**src/scp_pkg.sv**
```systemverilog
// constants, register map and types of the serial port control block
package scp_pkg;
    // register addresses on the plain register port
    localparam logic [2:0] SCP_MODE_ADDR = 3'h0;
    localparam logic [2:0] SCP_CTRL_ADDR = 3'h1;
    localparam logic [2:0] SCP_STAT_ADDR = 3'h2;
    localparam logic [2:0] SCP_TXD_ADDR = 3'h3;
    localparam logic [2:0] SCP_RXD_ADDR = 3'h4;
    // reset values
    localparam logic [7:0] SCP_CTRL_RST = 8'h00;
    localparam logic [7:0] SCP_MODE_RST = 8'h00;
    localparam logic [7:0] SCP_STAT_RST = 8'h84;
    localparam logic [7:0] SCP_TXD_RST = 8'hff;
    localparam logic [7:0] SCP_RXD_RST = 8'h00;
    // serial_control_reg fields
    localparam int CTL_TX_EMPTY_IE = 7;
    localparam int CTL_RX_IE = 6;
    localparam int CTL_TX_ON = 5;
    localparam int CTL_RX_ON = 4;
    localparam int CTL_ADDR_WAIT = 3;
    localparam int CTL_TX_DONE_IE = 2;
    localparam int CTL_CLK_SRC = 1;
    localparam int CTL_CLK_OUT = 0;
    // serial_mode_reg fields
    localparam int MOD_SYNC = 7;
    localparam int MOD_ADDR_FRAME = 2;
    localparam int MOD_DIV_HI = 1;
    localparam int MOD_DIV_LO = 0;
    // serial_status_reg fields
    localparam int ST_TX_EMPTY = 7;
    localparam int ST_RX_FULL = 6;
    localparam int ST_OVERRUN = 5;
    localparam int ST_FRAMING = 4;
    localparam int ST_PARITY = 3;
    localparam int ST_TX_END = 2;
    localparam int ST_ADDR_BIT = 1;
    localparam int ST_ADDR_BIT_TX = 0;
    // timing: internal clock gives 16 ticks per bit
    localparam int CLK_MHZ = 100;
    localparam int BASE_BAUD = 230400;
    localparam logic [11:0] TICK_DIV = 12'(CLK_MHZ * 1000000 / (BASE_BAUD * 16) - 1);
    localparam logic [3:0] TICK_LAST = 4'hf;
    localparam logic [3:0] TICK_MID = 4'h7;
    localparam logic [2:0] BIT_LAST = 3'h7;

    typedef enum logic [2:0] {
        SCP_IDLE = 3'b000,
        SCP_START = 3'b001,
        SCP_DATA = 3'b010,
        SCP_ADDR = 3'b011,
        SCP_STOP = 3'b100
    } scp_state_t;

    typedef struct packed {
        logic wr;
        logic rd;
        logic [2:0] addr;
        logic [7:0] wdata;
    } scp_bus_t;
endpackage : scp_pkg

```
**src/scp_serial_port.sv**
```systemverilog
// serial port control block: control register, flags, irq gating, clock pin, framer
`timescale 1ns/100ps
// How it works
// RULE_01: control register always read/write; zero on reset, standby, module standby.
// RULE_02: tx-empty irq requested when empty flag set by holding-to-shift move.
// RULE_03: tx-empty irq drops when flag read-then-cleared or its enable cleared.
// RULE_04: rx enable gates rx-full irq on holding load, and rx error irq.
// RULE_05: rx irqs drop when flag read-then-cleared or rx enable cleared.
// RULE_06: tx_on low disables transmitter and holds empty flag at one.
// RULE_07: with tx_on, transmission starts once empty flag clears after data write.
// RULE_08: clearing rx_on stops receiver; receive flags keep their values.
// RULE_09: with rx_on, reception starts on start bit, or clock in sync mode.
// RULE_10: address wait enable counts only in async mode with addressed frames.
// RULE_11: address wait enable cleared by software zero or received address bit one.
// RULE_12: during address wait: no load, no errors, no flags, no rx irqs.
// RULE_13: address character sets status bit, ends wait, enables irqs and flags.
// RULE_14: tx-done irq when holding register empty as last bit goes out.
// RULE_15: tx-done irq drops on empty flag clear with end, or enable clear.
// RULE_16: two clock-select bits choose clock source and serial clock pin direction.
// RULE_17: clock output select counts only in async mode with internal clock.
// RULE_18: software sets clock selects before choosing the operating mode.
// RULE_19: 00 internal, pin out in sync; 01 internal pin out; 1x external.
// RULE_20: async output clock at bit rate; external input at sixteen times it.
// RULE_21: mode register bit 7: zero async, one clocked synchronous.
// RULE_22: each irq output is flag AND enable, so either clear removes it.
module scp_serial_port (
    // clock and reset
    input wire logic clock,
    input wire logic clock_en,
    input wire logic reset_n,
    input wire logic standby,
    input wire logic module_standby,
    // register port
    input wire scp_pkg::scp_bus_t bus,
    output logic [7:0] rdata,
    // serial pins
    output logic tx_pin,
    input wire logic rx_pin,
    input wire logic serial_clk_in,
    output logic serial_clk_out,
    output logic serial_clk_oe,
    // interrupt requests
    output logic tx_empty_irq,
    output logic rx_full_irq,
    output logic rx_error_irq,
    output logic tx_done_irq
);
    import scp_pkg::*;

    function automatic logic [11:0] tick_limit(input logic [1:0] sel);
        tick_limit = TICK_DIV << {sel, 1'b0};
    endfunction : tick_limit

    ////////////////////////////////////////////////////////////////////////
    // registers and state
    logic [7:0] serial_control_reg, serial_mode_reg, tx_holding_reg, rx_holding_reg;
    logic [7:0] flags, seen;
    logic tx_end_flag, addr_bit_flag, addr_bit_tx;
    logic rx_s1, rx_s2, ck_s1, ck_s2, ck_s3;
    logic [11:0] div_cnt;
    logic [3:0] phase;
    scp_state_t tx_state, rx_state;
    logic [3:0] tx_cnt, rx_cnt;
    logic [2:0] tx_bit, rx_bit;
    logic [7:0] tx_shift_reg, rx_shift_reg;
    logic tx_addr_val, rx_addr_got, rx_stop_ok, rx_done;

    // standby clears everything just like chip reset
    wire clear_all = !reset_n || standby || module_standby;
    wire sync_mode = serial_mode_reg[MOD_SYNC]; // [RULE_21]
    wire tx_on = serial_control_reg[CTL_TX_ON];
    wire rx_on = serial_control_reg[CTL_RX_ON];
    wire ext_clk = serial_control_reg[CTL_CLK_SRC]; // [RULE_16]
    wire addr_mode = !sync_mode && serial_mode_reg[MOD_ADDR_FRAME];
    wire wait_active = serial_control_reg[CTL_ADDR_WAIT] && addr_mode; // [RULE_10]

    ////////////////////////////////////////////////////////////////////////
    // bus decode
    wire wr_ctrl = bus.wr && bus.addr == SCP_CTRL_ADDR;
    wire wr_mode = bus.wr && bus.addr == SCP_MODE_ADDR;
    wire wr_stat = bus.wr && bus.addr == SCP_STAT_ADDR;
    wire wr_txd = bus.wr && bus.addr == SCP_TXD_ADDR;
    wire rd_stat = bus.rd && bus.addr == SCP_STAT_ADDR;
    wire [7:0] status_view = {flags[7:3], tx_end_flag, addr_bit_flag, addr_bit_tx};
    wire [7:0] read_mux = (bus.addr == SCP_CTRL_ADDR) ? serial_control_reg :
                          (bus.addr == SCP_MODE_ADDR) ? serial_mode_reg :
                          (bus.addr == SCP_STAT_ADDR) ? status_view :
                          (bus.addr == SCP_TXD_ADDR) ? tx_holding_reg :
                          (bus.addr == SCP_RXD_ADDR) ? rx_holding_reg : 8'h00;

    ////////////////////////////////////////////////////////////////////////
    // tick generation and clock pin
    wire int_tick = div_cnt == tick_limit(serial_mode_reg[MOD_DIV_HI:MOD_DIV_LO]);
    wire ext_tick = ck_s2 && !ck_s3; // external pin runs at 16x bit rate [RULE_20]
    wire ck_fall = !ck_s2 && ck_s3;
    wire tick = ext_clk ? ext_tick : int_tick;
    // pin drives only with internal clock; out-select matters in async only [RULE_17] [RULE_19]
    wire next_clk_oe = !ext_clk && (sync_mode || serial_control_reg[CTL_CLK_OUT]);

    always_ff @(posedge clock) begin
        if (clear_all) begin
            {rx_s1, rx_s2} <= 2'h3;
            {ck_s1, ck_s2, ck_s3} <= 3'h0;
            div_cnt <= 12'h000;
            phase <= 4'h0;
            serial_clk_out <= 1'b0;
            serial_clk_oe <= 1'b0;
        end else if (clock_en) begin
            {rx_s1, rx_s2} <= {rx_pin, rx_s1};
            {ck_s1, ck_s2, ck_s3} <= {serial_clk_in, ck_s1, ck_s2};
            div_cnt <= int_tick ? 12'h000 : div_cnt + 12'h001;
            phase <= tick ? phase + 4'h1 : phase;
            serial_clk_out <= phase[3]; // one period per bit [RULE_20]
            serial_clk_oe <= next_clk_oe; // [RULE_16] [RULE_19]
        end
    end

    ////////////////////////////////////////////////////////////////////////
    // transmitter
    wire tx_load = tx_state == SCP_IDLE && tx_on && !flags[ST_TX_EMPTY]; // [RULE_07]
    wire tx_bit_end = tick && tx_cnt == TICK_LAST;
    wire tx_last = tx_state == SCP_STOP && tx_bit_end;

    always_ff @(posedge clock) begin
        if (clear_all) begin
            tx_state <= SCP_IDLE;
            tx_cnt <= 4'h0;
            tx_bit <= 3'h0;
            tx_shift_reg <= 8'h00;
            tx_addr_val <= 1'b0;
            tx_pin <= 1'b1;
        end else if (clock_en) begin
            if (!tx_on) begin
                tx_state <= SCP_IDLE; // [RULE_06]
                tx_pin <= 1'b1;
            end else if (tx_load) begin
                tx_state <= SCP_START;
                tx_shift_reg <= tx_holding_reg;
                tx_addr_val <= addr_bit_tx;
                tx_cnt <= 4'h0;
                tx_bit <= 3'h0;
                tx_pin <= 1'b0;
            end else if (tick) begin
                tx_cnt <= tx_cnt + 4'h1;
                if (tx_bit_end) begin
                    case (tx_state)
                        SCP_START: begin
                            tx_state <= SCP_DATA;
                            tx_pin <= tx_shift_reg[0];
                        end
                        SCP_DATA: begin
                            tx_bit <= tx_bit + 3'h1;
                            tx_shift_reg <= {1'b1, tx_shift_reg[7:1]};
                            if (tx_bit == BIT_LAST) begin
                                tx_state <= addr_mode ? SCP_ADDR : SCP_STOP;
                                tx_pin <= addr_mode ? tx_addr_val : 1'b1;
                            end else begin
                                tx_pin <= tx_shift_reg[1];
                            end
                        end
                        SCP_ADDR: begin
                            tx_state <= SCP_STOP;
                            tx_pin <= 1'b1;
                        end
                        SCP_STOP: tx_state <= SCP_IDLE;
                        default: tx_state <= SCP_IDLE;
                    endcase
                end
            end
        end
    end

    ////////////////////////////////////////////////////////////////////////
    // receiver
    // async waits for a low line; sync mode starts on the clock pin edge [RULE_09]
    wire rx_start = rx_state == SCP_IDLE && rx_on && (sync_mode ? ck_fall : !rx_s2);
    wire rx_bit_end = tick && rx_cnt == TICK_LAST;

    always_ff @(posedge clock) begin
        if (clear_all) begin
            rx_state <= SCP_IDLE;
            rx_cnt <= 4'h0;
            rx_bit <= 3'h0;
            rx_shift_reg <= 8'h00;
            rx_addr_got <= 1'b0;
            rx_stop_ok <= 1'b0;
            rx_done <= 1'b0;
        end else if (clock_en) begin
            rx_done <= 1'b0;
            if (!rx_on) begin
                rx_state <= SCP_IDLE; // [RULE_08]
            end else if (rx_start) begin
                rx_state <= SCP_START;
                rx_cnt <= 4'h0;
                rx_bit <= 3'h0;
            end else if (tick) begin
                rx_cnt <= rx_cnt + 4'h1;
                case (rx_state)
                    SCP_START: if (rx_cnt == TICK_MID) begin
                        // re-check mid start bit so a glitch is not a frame
                        rx_state <= rx_s2 ? SCP_IDLE : SCP_DATA;
                        rx_cnt <= 4'h0;
                    end
                    SCP_DATA: if (rx_bit_end) begin
                        rx_shift_reg <= {rx_s2, rx_shift_reg[7:1]};
                        rx_bit <= rx_bit + 3'h1;
                        if (rx_bit == BIT_LAST) begin
                            rx_state <= addr_mode ? SCP_ADDR : SCP_STOP;
                        end
                        rx_addr_got <= 1'b0;
                    end
                    SCP_ADDR: if (rx_bit_end) begin
                        rx_addr_got <= rx_s2;
                        rx_state <= SCP_STOP;
                    end
                    SCP_STOP: if (rx_bit_end) begin
                        rx_stop_ok <= rx_s2;
                        rx_done <= 1'b1;
                        rx_state <= SCP_IDLE;
                    end
                    default: rx_state <= SCP_IDLE;
                endcase
            end
        end
    end

    ////////////////////////////////////////////////////////////////////////
    // status flags; a hardware set beats a software clear in the same cycle
    wire rx_addr_hit = rx_done && wait_active && rx_addr_got; // [RULE_11] [RULE_13]
    // waiting for an address drops plain characters silently [RULE_12]
    wire rx_accept = rx_done && rx_on && !(wait_active && !rx_addr_got);
    wire rx_store = rx_accept && !flags[ST_RX_FULL] && rx_stop_ok; // [RULE_04]
    wire [7:0] flag_set = {tx_load || !tx_on, rx_store, rx_accept && flags[ST_RX_FULL],
                           rx_accept && !rx_stop_ok, 1'b0, 3'h0}; // [RULE_02] [RULE_06]
    // a status-write clear needs a prior read of one; a data write clears the empty flag [RULE_03] [RULE_05]
    wire [7:0] flag_clr = {wr_txd, 7'h00} | ({8{wr_stat}} & ~bus.wdata & seen);

    genvar gi;
    generate
        for (gi = ST_PARITY; gi <= ST_TX_EMPTY; gi++) begin : g_flag
            always_ff @(posedge clock) begin
                if (clear_all) begin
                    flags[gi] <= SCP_STAT_RST[gi];
                    seen[gi] <= 1'b0;
                end else if (clock_en) begin
                    flags[gi] <= flag_set[gi] || (flags[gi] && !flag_clr[gi]);
                    seen[gi] <= flags[gi] && (seen[gi] || rd_stat) && !flag_clr[gi];
                end
            end
        end
    endgenerate
    assign flags[2:0] = 3'h0;
    assign seen[2:0] = 3'h0;

    ////////////////////////////////////////////////////////////////////////
    // control, mode, data registers and interrupt outputs
    // hardware clear of the wait bit wins over a software write of one
    wire [7:0] next_ctrl = (wr_ctrl ? bus.wdata : serial_control_reg)
                           & ~({7'h00, rx_addr_hit} << CTL_ADDR_WAIT); // [RULE_11]
    wire rx_irq_ok = serial_control_reg[CTL_RX_IE] && !wait_active; // [RULE_12]

    always_ff @(posedge clock) begin
        if (clear_all) begin
            serial_control_reg <= SCP_CTRL_RST; // [RULE_01]
            serial_mode_reg <= SCP_MODE_RST;
            tx_holding_reg <= SCP_TXD_RST;
            rx_holding_reg <= SCP_RXD_RST;
            tx_end_flag <= SCP_STAT_RST[ST_TX_END];
            addr_bit_flag <= SCP_STAT_RST[ST_ADDR_BIT];
            addr_bit_tx <= SCP_STAT_RST[ST_ADDR_BIT_TX];
            rdata <= 8'h00;
            {tx_empty_irq, rx_full_irq, rx_error_irq, tx_done_irq} <= 4'h0;
        end else if (clock_en) begin
            serial_control_reg <= next_ctrl; // [RULE_01]
            serial_mode_reg <= wr_mode ? bus.wdata : serial_mode_reg;
            tx_holding_reg <= wr_txd ? bus.wdata : tx_holding_reg;
            rx_holding_reg <= rx_store ? rx_shift_reg : rx_holding_reg;
            // end flag set as the last bit leaves with nothing new queued [RULE_14]
            tx_end_flag <= (tx_last && flags[ST_TX_EMPTY]) || (tx_end_flag && !tx_load); // [RULE_15]
            addr_bit_flag <= (rx_accept && addr_mode) ? rx_addr_got : addr_bit_flag; // [RULE_13]
            addr_bit_tx <= wr_stat ? bus.wdata[ST_ADDR_BIT_TX] : addr_bit_tx;
            rdata <= bus.rd ? read_mux : 8'h00;
            tx_empty_irq <= flags[ST_TX_EMPTY] && serial_control_reg[CTL_TX_EMPTY_IE]; // [RULE_22]
            rx_full_irq <= flags[ST_RX_FULL] && rx_irq_ok; // [RULE_22]
            rx_error_irq <= |flags[ST_OVERRUN:ST_PARITY] && rx_irq_ok; // [RULE_22]
            tx_done_irq <= tx_end_flag && serial_control_reg[CTL_TX_DONE_IE]; // [RULE_22]
        end
    end

    // standby clears state like reset, so checks skip that cycle
    wire run_chk = clock_en && !standby && !module_standby;
endmodule : scp_serial_port

```
**config.mk**
```make
export PLATFORM = sky130hd
export DESIGN_NAME = scp_serial_port
export DESIGN_NICKNAME = d
export VERILOG_FILES = /design/src/scp_pkg.sv /design/src/scp_serial_port.sv
export SDC_FILE = /design/constraint.sdc
export NUM_CORES = 1
export LEC_CHECK = 0
export ABC_AREA = 1
export BUFFER_PORTS_ARGS = -buffer_cell sky130_fd_sc_hd__buf_2
export CORE_ASPECT_RATIO = 0.5
export CORE_MARGIN = 5
export CORE_UTILIZATION = 60
export CTS_CLUSTER_SIZE = 12
export DETAILED_ROUTE_END_ITERATION = 6
export GPL_ROUTABILITY_DRIVEN = 1
export PLACE_DENSITY = 0.87
export SLEW_MARGIN = 0
export SYNTH_ARGS = -nofsm -noshare
export SYNTH_HDL_FRONTEND = slang
export SYNTH_SLANG_ARGS = --single-unit
```
**constraint.sdc**
```tcl
create_clock -name clock -period 2.57 [get_ports clock]
set_clock_uncertainty 0.1 [all_clocks]
set_input_delay 0.257 -clock clock [delete_from_list [all_inputs] [get_ports clock]]
set_output_delay 0.257 -clock clock [all_outputs]
set_load 0.005 [all_outputs]
```
==> flow_metrics.tcl, run 1 <==
set metrics [dict create \
    status "finished with violations" \
    violations "DRC" \
    crit_slowest_cell "dfxtp_2" \
    drtIter0Drc 648 \
    antenna_found_initial 0 \
    fin_crit_ns 2.39 \
    grtUsageTotal_pct 27.2 \
    gr-total-overflow 0 \
    timing.final.crit_share_pct 92.8 \
    largest_reg_flops 12 \
    synth_nets 796 \
    synth_warnings 0 \
    die_h_um 78.8 \
    avgViaCountPerCell 6.01 \
    place_ws_ns 0.132 \
    cts_buffer_depth 2 \
    ant_nets 0 \
    async_flop_share_pct 0 \
    worst_setup_path_end_kind "flip-flop" \
    nNetsFinal 835 \
    grt_first_pass_wirelength_um 25300 \
    dpl.hpwl_um 10200 \
    rsz0062_at_grt "true" \
    crit_path_start_kind "flip-flop" \
    synth_edf_count 0 \
    cts_max_level 4 \
    dr.pass1.iters 7 \
    worstPathCellList "inv_1 > ha_1 > inv_1 > nand2_1 > nand2_1 > nor2_1 > nand2_1 > nor2_2 > nand3_2 > nand2_8 > nand2_4 > nor2_1 > nand3_2 > a21oi_1 > nor2_1" \
    clock-sinks 121 \
    yosysSeqAreaShare_pct 42.6 \
    register_area_mm2 0.00242 \
    final_core_util_pct 70.7 \
    timing.rr.start "serial_mode_reg[1]$_SDFFE_PP0P_" \
    n_antenna_cell 0 \
    hold_path.class "input pin to flip-flop" \
    slew_headroom_pct 60.2 \
    max_freq_ghz 0.419 \
    finalHoldViolations 0 \
    io_pins 35 \
    grt_pass1_vias 5301 \
    placed_cells 902 \
    clk_pin_slew_ns 0.06 \
    dieArea_mm2 0.0116 \
    cts_tree "yes" \
    initial_core_util_pct 60.8 \
    crit_type "flip-flop to flip-flop" \
    holdWs_ns 0.0189 \
    post_drt_wl_per_cell_um 16.5 \
    vias 5633 \
    synth_ff_type "dfxtp_1" \
    setup_viol 0 \
    max_slew.worst_pin.slew_ns 0.592 \
    ir_drop_uv 552 \
    total_power_mw 4.55 \
    syn_avg_cell_area_um2 7.44 \
    cts_root_buf "clkbuf_16" \
    drc 15 \
    io_buffers 34 \
    fin_ws_ns 0.184 \
    clock_latency_ns 0.42 \
    fillers 677 \
    core-area_mm2 0.00935 \
    crit_path_start "serial_mode_reg[1]$_SDFFE_PP0P_" \
    power.density_mw_per_mm2 688 \
    path_delay_family "simple AND/OR/NAND/NOR gates" \
    wirelength_um 15400 \
    arrival_ns 2.60 \
    syn_inst 764 \
    crit_buf_inv 2 \
    cp_max_fo 12 \
    slowest_delay_ns 0.37 \
    gp_congestion 0.898 \
    cap_violations 0 \
    grt_start_max_net_pins 56 \
    hold_start "bus[6]" \
    fin_cells 937 \
    drive_gt1_share_pct 12.5 \
    die_w_um 148 \
    netlist_area_mm2 0.00569 \
    leakage_nw 2.58 \
    ys_ff_latch 121 \
    cts_buffers 17 \
    ys_types 45 \
    row_count 25 \
    max_flop_register "div_cnt" \
    cp_data_required_time_ns 2.78 \
    finalMaxSlewViolations 0 \
    areaGrowthSynthToFinish_pct 16.3 \
    multi_input_area_mm2 0.00278 \
]
[worst register-to-register path, stage by stage (launching register included)]
cell	delay, ns
dfxtp_2	0.37
inv_1	0.11
ha_1	0.31
inv_1	0.04
nand2_1	0.05
nand2_1	0.05
nor2_1	0.09
nand2_1	0.07
nor2_2	0.12
nand3_2	0.13
nand2_8	0.16
nand2_4	0.13
nor2_1	0.18
nand3_2	0.15
a21oi_1	0.16
nor2_1	0.06
[final cells by class]
cell class	count	area share [%]
Clock inverter	9	2.19
Tap cell	121	2.29
Timing Repair Buffer	48	4.44
Multi-Input combinational cell	521	42.0
Sequential cell	121	36.6
Clock buffer	23	7.07
Inverter	94	5.33
[layer usage]
metal  up-vias  share of wire [%]  GRT usage (%)  wire, µm
met5         -                  0              0         0
met4         0                4.0           14.2       622
met3        69                8.8           7.13      1360
met2       298                 46           45.5      7140
met1      2604                 41           32.6      6320
li1       2662                  -              -         -
[layout by cell type (no fill, tap or decap), types with 4 or more instances in the layout]
master and count:
a211oi_1 12, xor2_1 4, clkbuf_1 4, ha_1 12
nor2_1 73, xnor2_1 5, a31oi_1 4, dfxtp_1 119
nand4_1 8, o2111ai_1 4, nand3_1 40, clkinv_2 5
nand3_2 5, clkbuf_16 17, bufinv_16 4, a21oi_1 95
buf_4 11, nor3_1 6, o21ai_0 55, o21ai_1 9
nor3b_1 4, inv_1 89, buf_2 34, o211ai_1 19
nand2_1 132
[through the flow]
step           cell area (µm²)  TNS (ns)
4_1_cts                   6590         0
2_1_floorplan             5690         0
3_3_place_gp              5960         0
5_1_grt                   6620  -0.00963
6_report                  6620         0
3_5_place_dp              5960         0
[synth_stat cells (4+ instances only)]
library cell,instances,share of area [%]
a211oi_1,12,1.6
a21oi_1,95,8.4
a31oi_1,4,0.44
buf_1,5,0.33
buf_6,4,0.79
clkbuf_1,14,0.92
dfxtp_1,121,43
ha_1,12,2.6
inv_1,90,5.9
nand2_1,132,8.7
nand3_1,40,3.5
nand3_2,5,0.88
nand4_1,8,0.88
nor2_1,73,4.8
nor3_1,6,0.53
nor3b_1,4,0.53
o2111ai_1,4,0.62
o211ai_1,19,2.5
o21ai_0,57,5.0
o21ai_1,7,0.62
xnor2_1,5,0.77
xor2_1,4,0.62
[where the power goes]
group / switching (mW) / internal, mW
clock network: 0.829 / 1.66
registers: 0.00560 / 1.88
logic: 0.122 / 0.0494
total: 0.956 / 3.60
[worst paths after layout]
kind | slack (ns) | end | depth (start not counted)
worst min register to register | 0.36 | tx_shift_reg[7]$_SDFFE_PP0P_ | 2
worst max register to register | 0.18 | rx_state[1]$_SDFFE_PP0P_ | 15
worst min-delay path | 0.02 | tx_holding_reg[6]$_SDFFE_PP1P_ | 3
worst max-delay path | 0.18 | rx_state[1]$_SDFFE_PP0P_ | 15
[kinds of logic after synthesis]
kind of cell | count (synthesis) | synth area share (%)
AND/OR/NAND/NOR | 284 | 22.6
AO/OA/AOI/OAI | 216 | 22.0
buffers and inverters | 122 | 8.78
flip-flops | 121 | 42.6
adder cells (fa/ha/maj) | 12 | 2.64
XOR/XNOR | 9 | 1.39
[timing repair]
action | CTS | global route
hold endpoints to repair | 1 | 0
setup endpoints to repair | 0 | 35
resized for setup | 0 | 6
buffers inserted | 0 | 2
hold buffers | 1 | 0
Note: power is estimated with default switching activity, not from simulation.
==> run 2: changes to the inputs <==
==> constraint.sdc (replaced) <==
create_clock -name clock -period 2.57 [get_ports clock]
set_clock_uncertainty 0.1 [all_clocks]
set_input_delay 0.3855 -clock clock [delete_from_list [all_inputs] [get_ports clock]]
set_output_delay 0.3855 -clock clock [all_outputs]
set_load 0.005 [all_outputs]
==> run 2 against run 1 <==
Against the previous run: sequential power barely moved; largest cell class unchanged; worst setup slack better by 0.066 ns; die area stayed put; core utilization rose by 0.44 points; global-route usage fell by 0.99 points; design area is 0.62% higher; combinational power shrank 3%; sequential share of layout area down 0.23 points; register-to-register slack better by 0.07 ns; clock power grew 5%; total power increased by 2.7%; the flow now finishes without violations; critical path depth stayed put.
==> flow_metrics.tcl, run 2 (synthesis results as in run 1) <==
set metrics [dict create \
    hold_start "rx_pin" \
    holdWs_ns 0.0984 \
    slew_headroom_pct 57.8 \
    cp_max_fo 11 \
    timing.rr.start "serial_mode_reg[1]$_SDFFE_PP0P_" \
    cts_tree "yes" \
    gp_congestion 0.931 \
    arrival_ns 2.54 \
    cts_root_buf "clkbuf_16" \
    layout_common_cells "nand2_1 (132), dfxtp_1 (119), a21oi_1 (95)" \
    post_drt_wl_per_cell_um 15.8 \
    crit_path_start "serial_mode_reg[1]$_SDFFE_PP0P_" \
    holdPathEnd "rx_s1$_SDFFE_PP1P_" \
    cts_buffers 17 \
    grt_pass1_vias 5191 \
    ir_drop_uv 508 \
    worst_setup_path_end_kind "flip-flop" \
    cts_max_level 4 \
    final_core_util_pct 71.2 \
    max_slew.worst_pin.slew_ns 0.633 \
    dr.pass1.iters 5 \
    antenna_found_initial 0 \
    fillers 678 \
    finalMaxSlewViolations 0 \
    grt_first_pass_wirelength_um 24400 \
    dpl.hpwl_um 10000 \
    grtUsageTotal_pct 26.2 \
    leakage_nw 2.61 \
    cp_data_required_time_ns 2.79 \
    drive_gt1_share_pct 12.8 \
    grt_start_max_net_pins 56 \
    avgViaCountPerCell 5.85 \
    clk_pin_slew_ns 0.06 \
    total_power_mw 4.68 \
    dieArea_mm2 0.0116 \
    placed_cell_area_mm2 0.00596 \
    areaGrowthSynthToFinish_pct 17.1 \
    die_w_um 148 \
    layout_commonest_cell "nand2_1" \
    multi_input_area_mm2 0.00279 \
    timing.final.crit_share_pct 90.3 \
    finalHoldViolations 0 \
    die_h_um 78.8 \
    fin_cells 936 \
    max_freq_ghz 0.431 \
    fin_ws_ns 0.250 \
    cts_buffer_depth 2 \
    cap_violations 0 \
    status "completed" \
    hold_depth 3 \
    fin_crit_ns 2.32 \
    gr-total-overflow 0 \
    max_flop_register "div_cnt" \
    ant_nets 0 \
    io_pins 35 \
    setup_viol 0 \
    fin_area_mm2 0.00666 \
    r2r-end "rx_state[1]$_SDFFE_PP0P_" \
    io_buffers 34 \
    fin_setup_tns_ns 0 \
    register_area_mm2 0.00242 \
    nNetsFinal 834 \
    rsz0062_at_grt "false" \
    drc 0 \
    hold_path.class "input pin to flip-flop" \
    crit_path_start_kind "flip-flop" \
    vias 5475 \
    crit_type "flip-flop to flip-flop" \
    largest_reg_flops 12 \
    wirelength_um 14800 \
    power.density_mw_per_mm2 703 \
    drtIter0Drc 447 \
    initial_core_util_pct 60.8 \
    placed_cells 901 \
    rr_worst_depth 15 \
    row_count 25 \
    core-area_mm2 0.00935 \
    clock-sinks 121 \
    r2r_slack_ns 0.25 \
    clock_latency_ns 0.42 \
    n_antenna_cell 0 \
    place_ws_ns 0.173 \
]
==> run 2: cell types whose count changed in the layout (fill, tap and decap cells not counted) <==
cell,change
clkbuf_1,-2
nand4_2,-1
clkinv_2,-2
o21ai_0,+2
nand2_4,+1
nand4_4,+1
nand2_2,-1
clkbuf_8,+4
dlygate4sd3_1,-1
o21ai_1,-2
==> run 2: final cells by class <==
type	instances	share of cell area [%]
multi-input combinational	521	42.0
clock inverter	7	2.03
clock buffer	25	7.74
timing repair buffer	47	4.27
tap	121	2.27
inverter	94	5.30
sequential	121	36.4
==> run 2: timing repair <==
item | 4_1_cts | 5_1_grt
setup endpoints to repair | 0 | 33
setup buffers | 0 | 3
gates resized for setup | 0 | 6
hold buffers | 0 | 0
==> run 2: where the power goes <==
group / leakage, nW / total [mW] / switching (mW) / internal (mW)
Sequential: 0.977 / 1.89 / 0.00531 / 1.88
Combinational: 1.31 / 0.166 / 0.118 / 0.0478
Clock: 0.323 / 2.62 / 0.849 / 1.77
Total: 2.61 / 4.68 / 0.972 / 3.70
==> run 2: worst max-delay path, stage by stage, from the launching register on <==
cell and delay (ns):
dfxtp_2 0.36, inv_1 0.10, ha_1 0.30, inv_1 0.04, nand2_1 0.04, nand2_1 0.04, nor2_1 0.08, nand2_1 0.06
nor2_2 0.11, nand3_2 0.12, nand2_8 0.15, nand2_4 0.11, nor2_1 0.20, nand3_2 0.15, a21oi_1 0.18, nor2_1 0.06
==> run 2: metal layers <==
metal / up-vias / track usage, % / part of all wire, % / routed length, µm
met3: 56 / 7.30 / 8.7 / 1280
li1: 2664 / - / - / -
met4: 0 / 12.0 / 3.2 / 480
met5: - / 0 / 0 / 0
met1: 2509 / 32.4 / 43 / 6320
met2: 246 / 43.1 / 45 / 6690
==> run 2: worst max path at each step <==
stage	endpoint	slack, ns	cells past startpoint
after floorplan	tx_bit[2]$_SDFFE_PP0P_	0.49	17
after global placement	tx_bit[0]$_SDFFE_PP0P_	0.23	15
after detailed placement	tx_bit[0]$_SDFFE_PP0P_	0.17	15
after CTS	rx_shift_reg[6]$_SDFFE_PP0P_	0.14	13
after global routing	tx_state[1]$_SDFFE_PP0P_	0.007	15
final	rx_state[1]$_SDFFE_PP0P_	0.25	15
==> run 3: changes to the inputs <==
--- a/config.mk
+++ b/config.mk
@@ -16,3 +16,2 @@
 export PLACE_DENSITY = 0.87
-export SLEW_MARGIN = 0
 export SYNTH_ARGS = -nofsm -noshare
==> constraint.sdc (replaced) <==
create_clock -name clock -period 2.57 [get_ports clock]
set_clock_uncertainty 0.1 [all_clocks]
set_input_delay 0.1285 -clock clock [delete_from_list [all_inputs] [get_ports clock]]
set_output_delay 0.1285 -clock clock [all_outputs]
set_load 0.005 [all_outputs]
==> run 3 against run 2 <==
Against the previous run: sequential cell count unchanged; fmax down 2.2%; highest routed layer unchanged; non-clock buffer count up 11; register-to-register slack worse by 0.05 ns; combinational power up 8%; the run now ends with DRC left; total power down 1.7%; worst hold slack worse by 0.060 ns; critical path depth unchanged; first-iteration DRC count up 42%; wire length up 6.1%.
==> flow_metrics.tcl, run 3 (synthesis results as in run 1) <==
set metrics [dict create \
    status "finished with violations" \
    violations "DRC" \
    dpl.hpwl_um 10200 \
    max_freq_ghz 0.422 \
    gr-total-overflow 0 \
    vias 5699 \
    ant_nets 0 \
    clock_latency_ns 0.42 \
    leakage_nw 2.64 \
    grt_start_max_net_pins 56 \
    path_delay_family "simple AND/OR/NAND/NOR gates" \
    finalMaxSlewViolations 0 \
    setup_viol 0 \
    total_power_mw 4.60 \
    die_w_um 148 \
    io_pins 35 \
    rsz0062_at_grt "false" \
    power.density_mw_per_mm2 682 \
    cp_data_required_time_ns 2.78 \
    placed_cells 902 \
    cts_root_buf "clkbuf_16" \
    fin_setup_tns_ns 0 \
    crit_type "flip-flop to flip-flop" \
    core-area_mm2 0.00935 \
    grtUsageTotal_pct 27.3 \
    dr.pass1.iters 7 \
    worst_setup_path_end_kind "flip-flop" \
    max_slew.worst_pin.slew_ns 0.641 \
    drive_gt1_share_pct 13.1 \
    post_drt_wl_per_cell_um 16.6 \
    layout_commonest_cell "nand2_1" \
    dieArea_mm2 0.0116 \
    cts_buffers 17 \
    grt_pass1_vias 5510 \
    largest_reg_flops 12 \
    cts_max_level 4 \
    wirelength_um 15700 \
    fin_crit_ns 2.37 \
    drc 2 \
    cpMostUsedCell "nand2_1" \
    arrival_ns 2.58 \
    slew_headroom_pct 56.9 \
    finalHoldViolations 0 \
    fin_ws_ns 0.198 \
    nNetsFinal 845 \
    antenna_found_initial 0 \
    io_buffers 34 \
    initial_core_util_pct 60.8 \
    crit_slowest_cell "dfxtp_2" \
    layout_common_cells "nand2_1 (132), dfxtp_1 (119), a21oi_1 (95)" \
    cap_violations 0 \
    cts_buffer_depth 2 \
    clock-sinks 121 \
    slowest_delay_ns 0.38 \
    fin_cells 947 \
    ir_drop_uv 594 \
    row_count 25 \
    crit_buf_inv 2 \
    crit_path_start_kind "flip-flop" \
    n_antenna_cell 0 \
    clk_pin_slew_ns 0.05 \
    drtIter0Drc 633 \
    areaGrowthSynthToFinish_pct 18.4 \
    hold_path.class "input pin to flip-flop" \
    cp_max_fo 11 \
    worstPathCellList "inv_2 > ha_1 > inv_1 > nand2_1 > nand2_1 > nor2_1 > nand2_1 > nor2_2 > nand3_2 > nand2_8 > nand2_4 > o21ai_4 > nand2_2 > o21ai_1 > nor2_1" \
    gp_congestion 0.920 \
    grt_first_pass_wirelength_um 25900 \
    avgViaCountPerCell 6.02 \
    place_ws_ns 0.0956 \
    cts_tree "yes" \
    die_h_um 78.8 \
    max_flop_register "div_cnt" \
    timing.final.crit_share_pct 92.3 \
]
run 3: changes by cell type in the layout (fill, tap and decap cells not counted), moves of 2 or more:
cell           delta
dlygate4sd3_1    +10
buf_4             +2
o21ai_0           -2
o21ai_1           +2
run 3: worst paths after layout:
check                                   from                     end  slack, ns  depth (start not counted)
max          serial_mode_reg[1]$_SDFFE_PP0P_  tx_bit[0]$_SDFFE_PP0P_       0.20                         15
min                                  bus[12]   flags[7]$_SDFFE_PP1P_       0.04                          4
max reg2reg  serial_mode_reg[1]$_SDFFE_PP0P_  tx_bit[0]$_SDFFE_PP0P_       0.20                         15
min reg2reg            rdata[7]$_SDFFE_PP0P_   rdata[7]$_SDFFE_PP0P_       0.36                          2
run 3: per-stage QoR:
step | hold slack [ns] | area (µm²) | utilization (%)
3_3_place_gp | 0.254 | 5950 | 63.6
6_report | 0.0386 | 6740 | 72.0
3_5_place_dp | 0.260 | 5950 | 63.6
5_1_grt | 0.0561 | 6740 | 72.0
4_1_cts | 0.0323 | 6690 | 71.5
2_1_floorplan | 0.157 | 5690 | -
run 3: power breakdown:
part / internal (mW) / total (mW) / switching (mW)
Sequential: 1.88 / 1.89 / 0.00571
Combinational: 0.0567 / 0.179 / 0.122
Clock: 1.70 / 2.53 / 0.828
run 3: worst min-delay path: stages:
cell and delay (ns):
buf_2 0.12, o211ai_1 0.09, nand2_1 0.10, nand3_1 0.09
run 3: final cells by class:
type	count	area [µm²]
Sequential cell	121	2420
Inverter	94	353
Clock inverter	7	110
Multi-Input combinational cell	521	2790
Tap cell	121	151
Clock buffer	25	526
Timing Repair Buffer	58	379
Fill cell	637	2620
run 3: routing by layer:
layer | up-vias | GRT usage (%) | part of all wire (%)
met2 | 322 | 45.5 | 46
met5 | - | 0 | 0
met4 | 0 | 12.6 | 3.8
li1 | 2683 | - | -
met1 | 2617 | 33.9 | 41
met3 | 77 | 6.56 | 9.7
run 3: timing repair:
| action | 4_1_cts | 5_1_grt |
|---|---|---|
| resized for setup | 0 | 9 |
| endpoints found under the setup margin | 0 | 37 |
| setup buffers | 0 | 3 |
| endpoints found under the hold margin | 25 | 0 |
| hold buffers | 10 | 0 |
